**src/hw/dcsq_pkg.sv**
```systemverilog
// Summary of operation
// - Code 0x4C is 1 V, 5 mV steps
// - Codes 0x9E to 0xFF step 20 mV
// - Converter 0 code register at 0x06
// - Converter 1 has own code register
// - Converter start waits low delay nibble
// - Converter stop waits high delay nibble
// - Delay unit 0.5 ms, or 1 ms
// - Output A rises after low nibble delay
// - Output A falls after high nibble delay
// - Output B rises after low nibble delay
// - Output B falls after high nibble delay
// - Bit 6 selects output B open-drain
// - Bit 5 gates output B with enable
// - Bit 4 is output B level
// - Bit 2 selects output A open-drain
// - Bit 1 gates output A with enable
// - Bit 0 is output A level
// - Config bit 6 selects startup range
// - Config bit 5 selects shutdown range
`default_nettype none
package dcsq_pkg;

  // ==========================================================
  // Register offsets
  localparam logic [7:0] OFS_CONV0_VCODE = 8'h06;
  localparam logic [7:0] OFS_CONV1_VCODE = 8'h07;
  localparam logic [7:0] OFS_CONV0_DLY   = 8'h0C;
  localparam logic [7:0] OFS_CONV1_DLY   = 8'h0D;
  localparam logic [7:0] OFS_AUXA_DLY    = 8'h10;
  localparam logic [7:0] OFS_AUXB_DLY    = 8'h11;
  localparam logic [7:0] OFS_AUX_CTRL    = 8'h12;
  localparam logic [7:0] OFS_CONFIG      = 8'h13;

  // ==========================================================
  // Field positions and reset values
  localparam int         CTL_B_OD      = 6;
  localparam int         CTL_B_GATE    = 5;
  localparam int         CTL_B_LEVEL   = 4;
  localparam int         CTL_A_OD      = 2;
  localparam int         CTL_A_GATE    = 1;
  localparam int         CTL_A_LEVEL   = 0;
  localparam logic [7:0] CTL_WR_MASK   = 8'h77;
  localparam int         CFG_UP_RANGE  = 6;
  localparam int         CFG_DN_RANGE  = 5;
  localparam logic [7:0] RST_VCODE     = 8'h4C;
  localparam logic [7:0] RST_ZERO      = 8'h00;

  // ==========================================================
  // Voltage code encoding
  localparam logic [7:0]  VC_FINE_LO   = 8'h4C;
  localparam logic [7:0]  VC_FINE_HI   = 8'h9D;
  localparam logic [7:0]  VC_COARSE_LO = 8'h9E;
  localparam logic [11:0] MV_FINE_BASE = 12'h3E8;
  localparam logic [11:0] MV_COARSE_BASE = 12'h58C;
  localparam logic [11:0] MV_FINE_STEP = 12'h005;
  localparam logic [11:0] MV_COARSE_STEP = 12'h014;

  // ==========================================================
  // Timing
  localparam int unsigned CLK_PERIOD_NS = 8;
  localparam int unsigned DLY_UNIT_NS   = 500000;
  localparam int unsigned DLY_UNIT_CYC  = DLY_UNIT_NS / CLK_PERIOD_NS;

  typedef enum logic [1:0] {
    DCSQ_OFF     = 2'b00,
    DCSQ_WAIT_UP = 2'b01,
    DCSQ_ON      = 2'b11,
    DCSQ_WAIT_DN = 2'b10
  } dcsq_state_e;

  // Code to millivolts; unsupported codes give zero
  function automatic logic [11:0] dcsq_code_mv(input logic [7:0] code);
    logic [11:0] c;
    c = {4'h0, code};
    if (code < VC_FINE_LO)
      dcsq_code_mv = 12'h000;
    else if (code <= VC_FINE_HI)
      dcsq_code_mv = MV_FINE_BASE
                     + 12'((c - {4'h0, VC_FINE_LO}) * MV_FINE_STEP);
    else
      dcsq_code_mv = MV_COARSE_BASE
                     + 12'((c - {4'h0, VC_COARSE_LO}) * MV_COARSE_STEP);
  endfunction

  // Delay code to count of half-millisecond ticks
  function automatic logic [4:0] dcsq_ticks(input logic [3:0] code,
                                            input logic       long_unit);
    dcsq_ticks = long_unit ? {code, 1'b0} : {1'b0, code};
  endfunction

endpackage
`default_nettype wire

```
**src/hw/dcsq_seq_if.sv**
```systemverilog
`timescale 1ns/1ps
`default_nettype none
interface dcsq_seq_if;
  logic tick;
  logic en_rise;
  logic en_fall;
  logic up_long;
  logic dn_long;
  modport src (output tick, output en_rise, output en_fall,
               output up_long, output dn_long);
  modport ch  (input tick, input en_rise, input en_fall,
               input up_long, input dn_long);
endinterface
`default_nettype wire

```
**src/hw/dcsq_aux_drv.sv**
```systemverilog
`timescale 1ns/1ps
`default_nettype none
module dcsq_aux_drv
(
  input  wire logic level,
  input  wire logic gating,
  input  wire logic open_drain,
  input  wire logic seq_on,
  output logic      pin_out,
  output logic      pin_oe
);

  logic want;

  // Level bit alone, or level AND the sequenced enable
  assign want    = gating ? (level & seq_on) : level;
  // Open-drain only pulls low; push-pull always drives
  assign pin_out = open_drain ? 1'b0 : want;
  assign pin_oe  = open_drain ? ~want : 1'b1;

endmodule
`default_nettype wire

```
**src/hw/dcsq_channel.sv**
```systemverilog
`timescale 1ns/1ps
`default_nettype none
module dcsq_channel
  import dcsq_pkg::*;
(
  input  wire logic       sys_clk,
  input  wire logic       rstn,
  dcsq_seq_if.ch          ctl,
  input  wire logic [7:0] delays,
  output logic            on
);

  typedef struct packed {
    dcsq_state_e st;
    logic [4:0]  cnt;
    logic        on;
  } dcsq_ch_s;

  dcsq_ch_s s_r;
  dcsq_ch_s s_nxt;
  logic [4:0] up_t;
  logic [4:0] dn_t;

  assign up_t = dcsq_ticks(delays[3:0], ctl.up_long);
  assign dn_t = dcsq_ticks(delays[7:4], ctl.dn_long);
  assign on   = s_r.on;

  // ==========================================================
  // Sequencing state machine
  always_comb
  begin
    s_nxt = s_r;
    if (ctl.en_rise)
    begin
      s_nxt.cnt = up_t;
      s_nxt.st  = (up_t == 5'h00) ? DCSQ_ON : DCSQ_WAIT_UP;
    end
    else if (ctl.en_fall)
    begin
      s_nxt.cnt = dn_t;
      s_nxt.st  = (dn_t == 5'h00) ? DCSQ_OFF : DCSQ_WAIT_DN;
    end
    else
    begin
      unique case (s_r.st)
        DCSQ_OFF, DCSQ_ON:
          s_nxt.cnt = 5'h00;
        DCSQ_WAIT_UP:
          if (ctl.tick)
          begin
            s_nxt.cnt = s_r.cnt - 5'h01;
            if (s_r.cnt == 5'h01)
              s_nxt.st = DCSQ_ON;
          end
        DCSQ_WAIT_DN:
          if (ctl.tick)
          begin
            s_nxt.cnt = s_r.cnt - 5'h01;
            if (s_r.cnt == 5'h01)
              s_nxt.st = DCSQ_OFF;
          end
      endcase
    end
    // Output holds through either wait and moves only on arrival
    if (s_nxt.st == DCSQ_ON)
      s_nxt.on = 1'b1;
    else if (s_nxt.st == DCSQ_OFF)
      s_nxt.on = 1'b0;
  end

  always_ff @(posedge sys_clk or negedge rstn)
  begin
    if (!rstn)
      s_r <= '{st: DCSQ_OFF, cnt: 5'h00, on: 1'b0};
    else
      s_r <= s_nxt;
  end

endmodule
`default_nettype wire

```
**src/hw/dcsq_top.sv**
```systemverilog
`timescale 1ns/1ps
`default_nettype none
module dcsq_top
  import dcsq_pkg::*;
#(
  parameter int unsigned TICK_CYCLES = DLY_UNIT_CYC
)
(
  input  wire logic        sys_clk,
  input  wire logic        rstn,
  input  wire logic        en_pin,
  input  wire logic [7:0]  reg_addr,
  input  wire logic [7:0]  reg_wdata,
  input  wire logic        reg_wr,
  input  wire logic        reg_rd,
  output logic      [7:0]  reg_rdata,
  output logic      [7:0]  conv0_voltage_code,
  output logic      [7:0]  conv1_voltage_code,
  output logic      [11:0] conv0_target_mv,
  output logic      [11:0] conv1_target_mv,
  output logic             conv0_run,
  output logic             conv1_run,
  output logic             aux_output_a,
  output logic             aux_output_a_oe,
  output logic             aux_output_b,
  output logic             aux_output_b_oe
);

  typedef struct packed {
    logic [7:0]  v0;
    logic [7:0]  v1;
    logic [7:0]  d0;
    logic [7:0]  d1;
    logic [7:0]  da;
    logic [7:0]  db;
    logic [7:0]  ctl;
    logic [7:0]  cfg;
    logic        en_d;
    logic [15:0] pre;
    logic        tick;
    logic [7:0]  rdata;
    logic [11:0] mv0;
    logic [11:0] mv1;
    logic        a_out;
    logic        a_oe;
    logic        b_out;
    logic        b_oe;
  } dcsq_top_s;

  dcsq_top_s  s_r;
  dcsq_top_s  s_nxt;
  dcsq_seq_if seq ();
  logic       c0_on;
  logic       c1_on;
  logic       a_on;
  logic       b_on;
  logic       a_pin;
  logic       a_pin_oe;
  logic       b_pin;
  logic       b_pin_oe;
  logic       rise;
  logic       fall;

  // ==========================================================
  // Enable edges and shared delay timebase
  assign rise        = en_pin & ~s_r.en_d;
  assign fall        = ~en_pin & s_r.en_d;
  assign seq.tick    = s_r.tick;
  assign seq.en_rise = rise;
  assign seq.en_fall = fall;
  assign seq.up_long = s_r.cfg[CFG_UP_RANGE];
  assign seq.dn_long = s_r.cfg[CFG_DN_RANGE];

  // ==========================================================
  // Sequenced channels
  dcsq_channel u_conv0 (
    .sys_clk (sys_clk),
    .rstn    (rstn),
    .ctl     (seq),
    .delays  (s_r.d0),
    .on      (c0_on)
  );

  dcsq_channel u_conv1 (
    .sys_clk (sys_clk),
    .rstn    (rstn),
    .ctl     (seq),
    .delays  (s_r.d1),
    .on      (c1_on)
  );

  dcsq_channel u_auxa (
    .sys_clk (sys_clk),
    .rstn    (rstn),
    .ctl     (seq),
    .delays  (s_r.da),
    .on      (a_on)
  );

  dcsq_channel u_auxb (
    .sys_clk (sys_clk),
    .rstn    (rstn),
    .ctl     (seq),
    .delays  (s_r.db),
    .on      (b_on)
  );

  // ==========================================================
  // Auxiliary pin drivers
  dcsq_aux_drv u_drv_a (
    .level      (s_r.ctl[CTL_A_LEVEL]),
    .gating     (s_r.ctl[CTL_A_GATE]),
    .open_drain (s_r.ctl[CTL_A_OD]),
    .seq_on     (a_on),
    .pin_out    (a_pin),
    .pin_oe     (a_pin_oe)
  );

  dcsq_aux_drv u_drv_b (
    .level      (s_r.ctl[CTL_B_LEVEL]),
    .gating     (s_r.ctl[CTL_B_GATE]),
    .open_drain (s_r.ctl[CTL_B_OD]),
    .seq_on     (b_on),
    .pin_out    (b_pin),
    .pin_oe     (b_pin_oe)
  );

  // ==========================================================
  // Register file and next state
  always_comb
  begin
    s_nxt      = s_r;
    s_nxt.en_d = en_pin;
    s_nxt.tick = 1'b0;
    if (rise || fall)
      s_nxt.pre = 16'h0000;
    else if (s_r.pre == 16'(TICK_CYCLES - 1))
    begin
      s_nxt.pre  = 16'h0000;
      s_nxt.tick = 1'b1;
    end
    else
      s_nxt.pre = s_r.pre + 16'h0001;

    if (reg_wr)
    begin
      unique case (reg_addr)
        OFS_CONV0_VCODE: s_nxt.v0  = reg_wdata;
        OFS_CONV1_VCODE: s_nxt.v1  = reg_wdata;
        OFS_CONV0_DLY:   s_nxt.d0  = reg_wdata;
        OFS_CONV1_DLY:   s_nxt.d1  = reg_wdata;
        OFS_AUXA_DLY:    s_nxt.da  = reg_wdata;
        OFS_AUXB_DLY:    s_nxt.db  = reg_wdata;
        OFS_AUX_CTRL:    s_nxt.ctl = reg_wdata & CTL_WR_MASK;
        OFS_CONFIG:      s_nxt.cfg = reg_wdata;
        default:         s_nxt.v0  = s_r.v0;
      endcase
    end

    if (reg_rd)
    begin
      unique case (reg_addr)
        OFS_CONV0_VCODE: s_nxt.rdata = s_r.v0;
        OFS_CONV1_VCODE: s_nxt.rdata = s_r.v1;
        OFS_CONV0_DLY:   s_nxt.rdata = s_r.d0;
        OFS_CONV1_DLY:   s_nxt.rdata = s_r.d1;
        OFS_AUXA_DLY:    s_nxt.rdata = s_r.da;
        OFS_AUXB_DLY:    s_nxt.rdata = s_r.db;
        OFS_AUX_CTRL:    s_nxt.rdata = s_r.ctl & CTL_WR_MASK;
        OFS_CONFIG:      s_nxt.rdata = s_r.cfg;
        default:         s_nxt.rdata = RST_ZERO;
      endcase
    end

    s_nxt.mv0   = dcsq_code_mv(s_r.v0);
    s_nxt.mv1   = dcsq_code_mv(s_r.v1);
    s_nxt.a_out = a_pin;
    s_nxt.a_oe  = a_pin_oe;
    s_nxt.b_out = b_pin;
    s_nxt.b_oe  = b_pin_oe;
  end

  always_ff @(posedge sys_clk or negedge rstn)
  begin
    if (!rstn)
    begin
      s_r       <= '0;
      s_r.v0    <= RST_VCODE;
      s_r.v1    <= RST_VCODE;
      s_r.mv0   <= MV_FINE_BASE;
      s_r.mv1   <= MV_FINE_BASE;
      s_r.a_oe  <= 1'b1;
      s_r.b_oe  <= 1'b1;
    end
    else
      s_r <= s_nxt;
  end

  // ==========================================================
  // Outputs
  assign reg_rdata          = s_r.rdata;
  assign conv0_voltage_code = s_r.v0;
  assign conv1_voltage_code = s_r.v1;
  assign conv0_target_mv    = s_r.mv0;
  assign conv1_target_mv    = s_r.mv1;
  assign conv0_run          = c0_on;
  assign conv1_run          = c1_on;
  assign aux_output_a       = s_r.a_out;
  assign aux_output_a_oe    = s_r.a_oe;
  assign aux_output_b       = s_r.b_out;
  assign aux_output_b_oe    = s_r.b_oe;

endmodule
`default_nettype wire

```
**config.mk**
```make
export PLATFORM = sky130hd
export DESIGN_NAME = dcsq_top
export DESIGN_NICKNAME = d
export VERILOG_FILES = /design/src/hw/dcsq_pkg.sv /design/src/hw/dcsq_seq_if.sv /design/src/hw/dcsq_aux_drv.sv /design/src/hw/dcsq_channel.sv /design/src/hw/dcsq_top.sv
export SDC_FILE = /design/constraint.sdc
export NUM_CORES = 1
export LEC_CHECK = 0
export BUFFER_PORTS_ARGS = -buffer_cell sky130_fd_sc_hd__buf_2
export CORE_MARGIN = 2
export CORE_UTILIZATION = 55
export DETAILED_ROUTE_END_ITERATION = 6
export PLACE_DENSITY = 0.71
export SYNTH_ARGS = -nofsm -noshare
export SYNTH_HDL_FRONTEND = slang
export SYNTH_SLANG_ARGS = --single-unit
```
**constraint.sdc**
```tcl
create_clock -name sys_clk -period 8.78 [get_ports sys_clk]
set_input_delay 0.439 -clock sys_clk [delete_from_list [all_inputs] [get_ports sys_clk]]
set_output_delay 0.439 -clock sys_clk [all_outputs]
set_load 0.05 [all_outputs]
```
Word-level counts from Yosys, hierarchy flattened
Cells that the tools add are included.

Reductions and logical operators: 37. Eq/ne operators: 37. Bitwise gates (word level): 8. Muxes and demuxes: 71. Order comparisons: 4. $mul: 4. Div/mod/pow operators: 0. Add/subtract/negate cells: 13. Shift-type cells: 0.

Operators by type and width (count): 2-to-1 mux 7 bit (16); case mux 8 bit (8 select lines) (1); case mux 5 bit (3 select lines) (4); 2-to-1 mux 12 bit (4); zero test 5 bit (8); 2-to-1 mux 5 bit (8); equality test 8 x 5 -> 1 bit, second input constant (4); 2-to-1 mux 16 bit (2); 2-to-1 mux 2 bit (16); inequality test 4 bit, second input constant (8); adder 10 x 12 -> 12 bit, first input constant (2); adder 11 x 12 -> 12 bit, first input constant (2); equality test 2 bit, second input constant (12); multiplier 12 x 3 -> 10 bit, second input constant (2); multiplier 12 x 3 -> 12 bit, second input constant (2); AND reduction 2 bit (12); equality test 5 x 1 -> 1 bit, second input constant (4); subtractor 5 x 1 -> 5 bit, second input constant (4); subtractor 8 x 7 -> 9 bit, second input constant (2); subtractor 8 x 8 -> 9 bit, second input constant (2); adder 16 x 1 -> 16 bit, second input constant (1); equality test 16 bit, second input constant (1); equality test 8 x 3 -> 1 bit, second input constant (2); equality test 8 x 4 -> 1 bit, second input constant (2); other kinds (11) (53).

Bits of input ports: 21. Bits in latches: 0. Output and inout port bits: 54. RAM bits: 0. Memories: 0. Register bits after elaboration: 148. ROM bits: 0. Logic and storage cells: 204.

Logic depth before layout (Yosys ltp)
Word-level depth: 9. Mapped depth: 14. Gate-level depth less buffers: 14.

By module
A second synthesis with hierarchy kept.

Cell total of the unflattened synthesis: 1046. Area total of the unflattened synthesis: 10473.8 sq um.

By module, submodules not included: dcsq_top (sequential area each 2927.8 sq um, instances 1, cells an instance 748, area each 7753.7 sq um); dcsq_channel (sequential area each 200.2 sq um, instances 4, cells an instance 73, area each 663.1 sq um); dcsq_aux_drv (sequential area each 0.0 sq um, instances 2, cells an instance 3, area each 33.8 sq um).

Worst setup path after synthesis
No wires, ideal clock.

Path kind: reg2reg. Start: reg s_r, in the netlist conv0_voltage_code[3]. End: reg s_r, in the netlist conv0_target_mv[11]. Data required time: 8.635 ns. Arrival time: 3.236 ns. Library setup time: 0.145 ns. Path buffers: 0. Stages on the path, launching flop included: 14. Slack: 5.399 ns. Period minus slack after synthesis: 3.381 ns. Path through: dfstp_2 ha_1 xnor2_1 ha_1 inv_1 fa_1 inv_1 ha_1 a211oi_1 o21bai_1 or4_1 o21ai_0 mux2i_1 a211oi_2.

RTL lines: start, declared (RTL line dcsq_top.sv:50) `dcsq_top_s s_r;`; start signal, assigned (RTL line dcsq_top.sv:196) `s_r <= s_nxt;`.

==> metrics.yaml <==
crit_top_cell: "ha_1"
relSlewSlack_pct: 46.8
wl_per_cell_um: 17.6
dieHeight_um: 142
grt_pass1_vias: 7463
status: "completed"
worstReg2RegEnd: "conv0_target_mv[11]$_DFF_PN0_"
fmax_ghz: 0.274
grt_pass1_wl_um: 38100
grt_max_degree: 88
rsz0062_at_grt: "no"
reg2reg_slack_ps: 5140
routed_wl_um: 23000
htreeDepth: 4
ys_top_cells_by_area: "dfrtp_1 (31%), ha_1 (9.2%), mux2_2 (7.9%)"
cts.sinks: 148
grt_usage_pct: 23.9
insertion_delay_ps: 430
remaining_drc_errors: 0
slowest_stage: "dfstp_2"
synth_area_mm2: 0.0105
hp-class: "input port to asynchronous set/reset pin"
pin_count: 75
design.die.area_mm2: 0.0202
cp_data_required_time_ps: 9070
coreArea_mm2: 0.0187
synthCells: 1046
crit_start: "conv0_voltage_code[3]$_DFFE_PN1P_"
ys_ff_latch: 148
ctsHoldBuffers: 0
portBuffers: 74
ys.flop_type: "dfrtp_1"
crit_chain: "ha_1 > xnor2_1 > ha_1 > inv_1 > fa_1 > inv_1 > ha_1 > a211oi_1 > o21bai_1 > or4_1 > o21ai_0 > mux2i_1 > a211oi_2"
dr.pass1.iters: 6
synth_edf_count: 0
cap_violations: 0
syn_nets: 1160
slew_viol_final: 0
cts-buffers-inserted: 17
finish.net_count: 1176
power.leakage_nw: 5.28
dpl.hpwl_um: 16800
setup_viol: 0
final_util_pct: 60.5
synthArstFlopShare_pct: 100
antenna_found_initial: 2
post_cts_buffers: 0
tightest_slew_ps: 797
post_synth.cell_area_avg_um2: 10.0
drtAntennaViolNets: 0
max_stage_delay_ps: 610
critPathCapture: "conv0_target_mv[11]$_DFF_PN0_"
synth_cell_type_count: 72
fin_crit_ps: 3640
p_per_area_mw_per_mm2: 193
die_w_um: 142
clockBufferDepth: 2
finalSetupTns_ps: 0
clkSlewWorstSetupHoldPaths_ps: 60
num_vias: 7679
end_kind: "register"
timing.hold.ws_ps: 74.0
synth_top_area_share_pct: 30.6
path_max_fanout: 8
worst_slack_ps: 5140
seq_area_frac_synth_pct: 35.6
globalRouteOverflowTotal: 0
hold_violations: 0
gp_congestion: 0.893
cts-root-buf: "clkbuf_16"
critPathKind: "register to register"
startpoint_type: "register"
via_per_inst: 5.86
area.growth.synth_to_final_pct: 8.11
yosys_warnings: 0
floorplan.initialDensity_pct: 56.0
final_layout_size_suffix_gt1_share_pct: 21.5
placementRows: 50
post_cts_resized: 0
ir_drop_mv: 0.136
r2r-start: "conv0_voltage_code[3]$_DFFE_PN1P_"
fin_crit_sh_pct: 41.5
fin_worst_skew_ps: 7.74
place_ws_ps: 5130
rr_worst_depth: 13
drt_iter0_drc: 559
cts_tree: "done"
worstPathArrival_ps: 3930
yosysTopAreaCell: "dfrtp_1"
layout make-up:
cell class | count | area [um2]
sequential | 148 | 3730
timing repair buffer | 81 | 429
inverter | 81 | 304
fill | 1577 | 7380
clock buffer | 19 | 433
tap | 234 | 293
multi-input combinational | 733 | 5920
antenna | 1 | 2.50
clock inverter | 13 | 206
worst min-delay path by stage:
| stage | to | slack [ps] | cells after the start |
|---|---|---|---|
| 2_1_floorplan | aux_output_a$_DFF_PN0_ | 140 | 0 |
| 5_1_grt | u_conv1.on$_DFFE_PN0P_ | 140 | 1 |
| 4_1_cts | u_conv1.on$_DFFE_PN0P_ | 100 | 1 |
| 3_5_place_dp | aux_output_b_oe$_DFF_PN1_ | 460 | 1 |
| 6_report | u_conv1.on$_DFFE_PN0P_ | 70 | 1 |
| 3_3_place_gp | aux_output_b_oe$_DFF_PN1_ | 450 | 1 |
power breakdown:
| group | leakage (nW) | switching, W | internal, W |
|---|---|---|---|
| combinational | 3.03 | 0.000338 | 0.000251 |
| sequential | 1.95 | 0.0000577 | 0.000736 |
| clock | 0.307 | 0.000297 | 0.000504 |
sequential cells by signal, indices dropped and copies added, names as in the netlist, 8 cells and up:
name	flops
s_r	63
conv0_voltage_code	8
conv0_target_mv	12
conv1_voltage_code	8
conv1_target_mv	12
reg_rdata	8
per-stage QoR:
step	total power [W]	cells	cell area, um2
floorplan	0.00127	1046	10500
global placement	0.00138	1277	10700
detailed placement	0.00139	1277	10700
CTS	0.00220	1309	11300
global route	0.00231	1309	11300
finish	0.00218	1310	11300
cells in the mapped netlist (17+ instances only):
cell / n
dfrtp_1: 128
inv_1: 80
ha_1: 77
nor2_1: 77
mux2_2: 73
o21ai_0: 65
buf_4: 48
nand2_1: 46
xor2_1: 33
a21oi_1: 31
xnor2_1: 27
clkbuf_1: 26
dfstp_2: 20
a22oi_1: 18
nor3_1: 18
nor2b_1: 17
worst max-delay path: cells and delay by family, from the launching register on:
| kind | cells | cell delay [ps] |
|---|---|---|
| flops | 1 | 610 |
| mux | 1 | 250 |
| buf+inv | 2 | 110 |
| fa+ha+maj | 4 | 1310 |
| simple gates | 1 | 400 |
| xor+xnor | 1 | 230 |
| compound gates | 4 | 600 |
kinds of logic (layout without fill, tap and decap cells):
| group | after synthesis | in the layout | synth area share [%] |
|---|---|---|---|
| simple gates | 247 | 247 | 12.3 |
| compound gates | 228 | 228 | 14.9 |
| buf+inv | 165 | 194 | 7.81 |
| flops | 148 | 148 | 35.6 |
| mux | 102 | 102 | 11.4 |
| fa+ha+maj | 93 | 93 | 12.3 |
| xor+xnor | 63 | 63 | 5.68 |
| other cells | 0 | 1 | 0 |
metal layers:
metal  track usage (%)  wire length, um  vias up
met1              32.0            10600     3765
met2              39.5            11100      161
li1                  -                -     3716
met5                 0               13        -
met3              4.74              953       35
met4              7.16              382        2
cells in the final DEF (no fill, tap or decap), types with 18 or more instances in the layout:
| cell type | count |
|---|---|
| dfrtp_1 | 128 |
| inv_1 | 80 |
| nor2_1 | 77 |
| ha_1 | 77 |
| mux2_2 | 73 |
| buf_2 | 73 |
| o21ai_0 | 65 |
| nand2_1 | 46 |
| xor2_1 | 33 |
| a21oi_1 | 31 |
| xnor2_1 | 27 |
| dfstp_2 | 20 |
| nor3_1 | 18 |
| a22oi_1 | 18 |
Note: power is estimated with default switching activity, not from simulation.
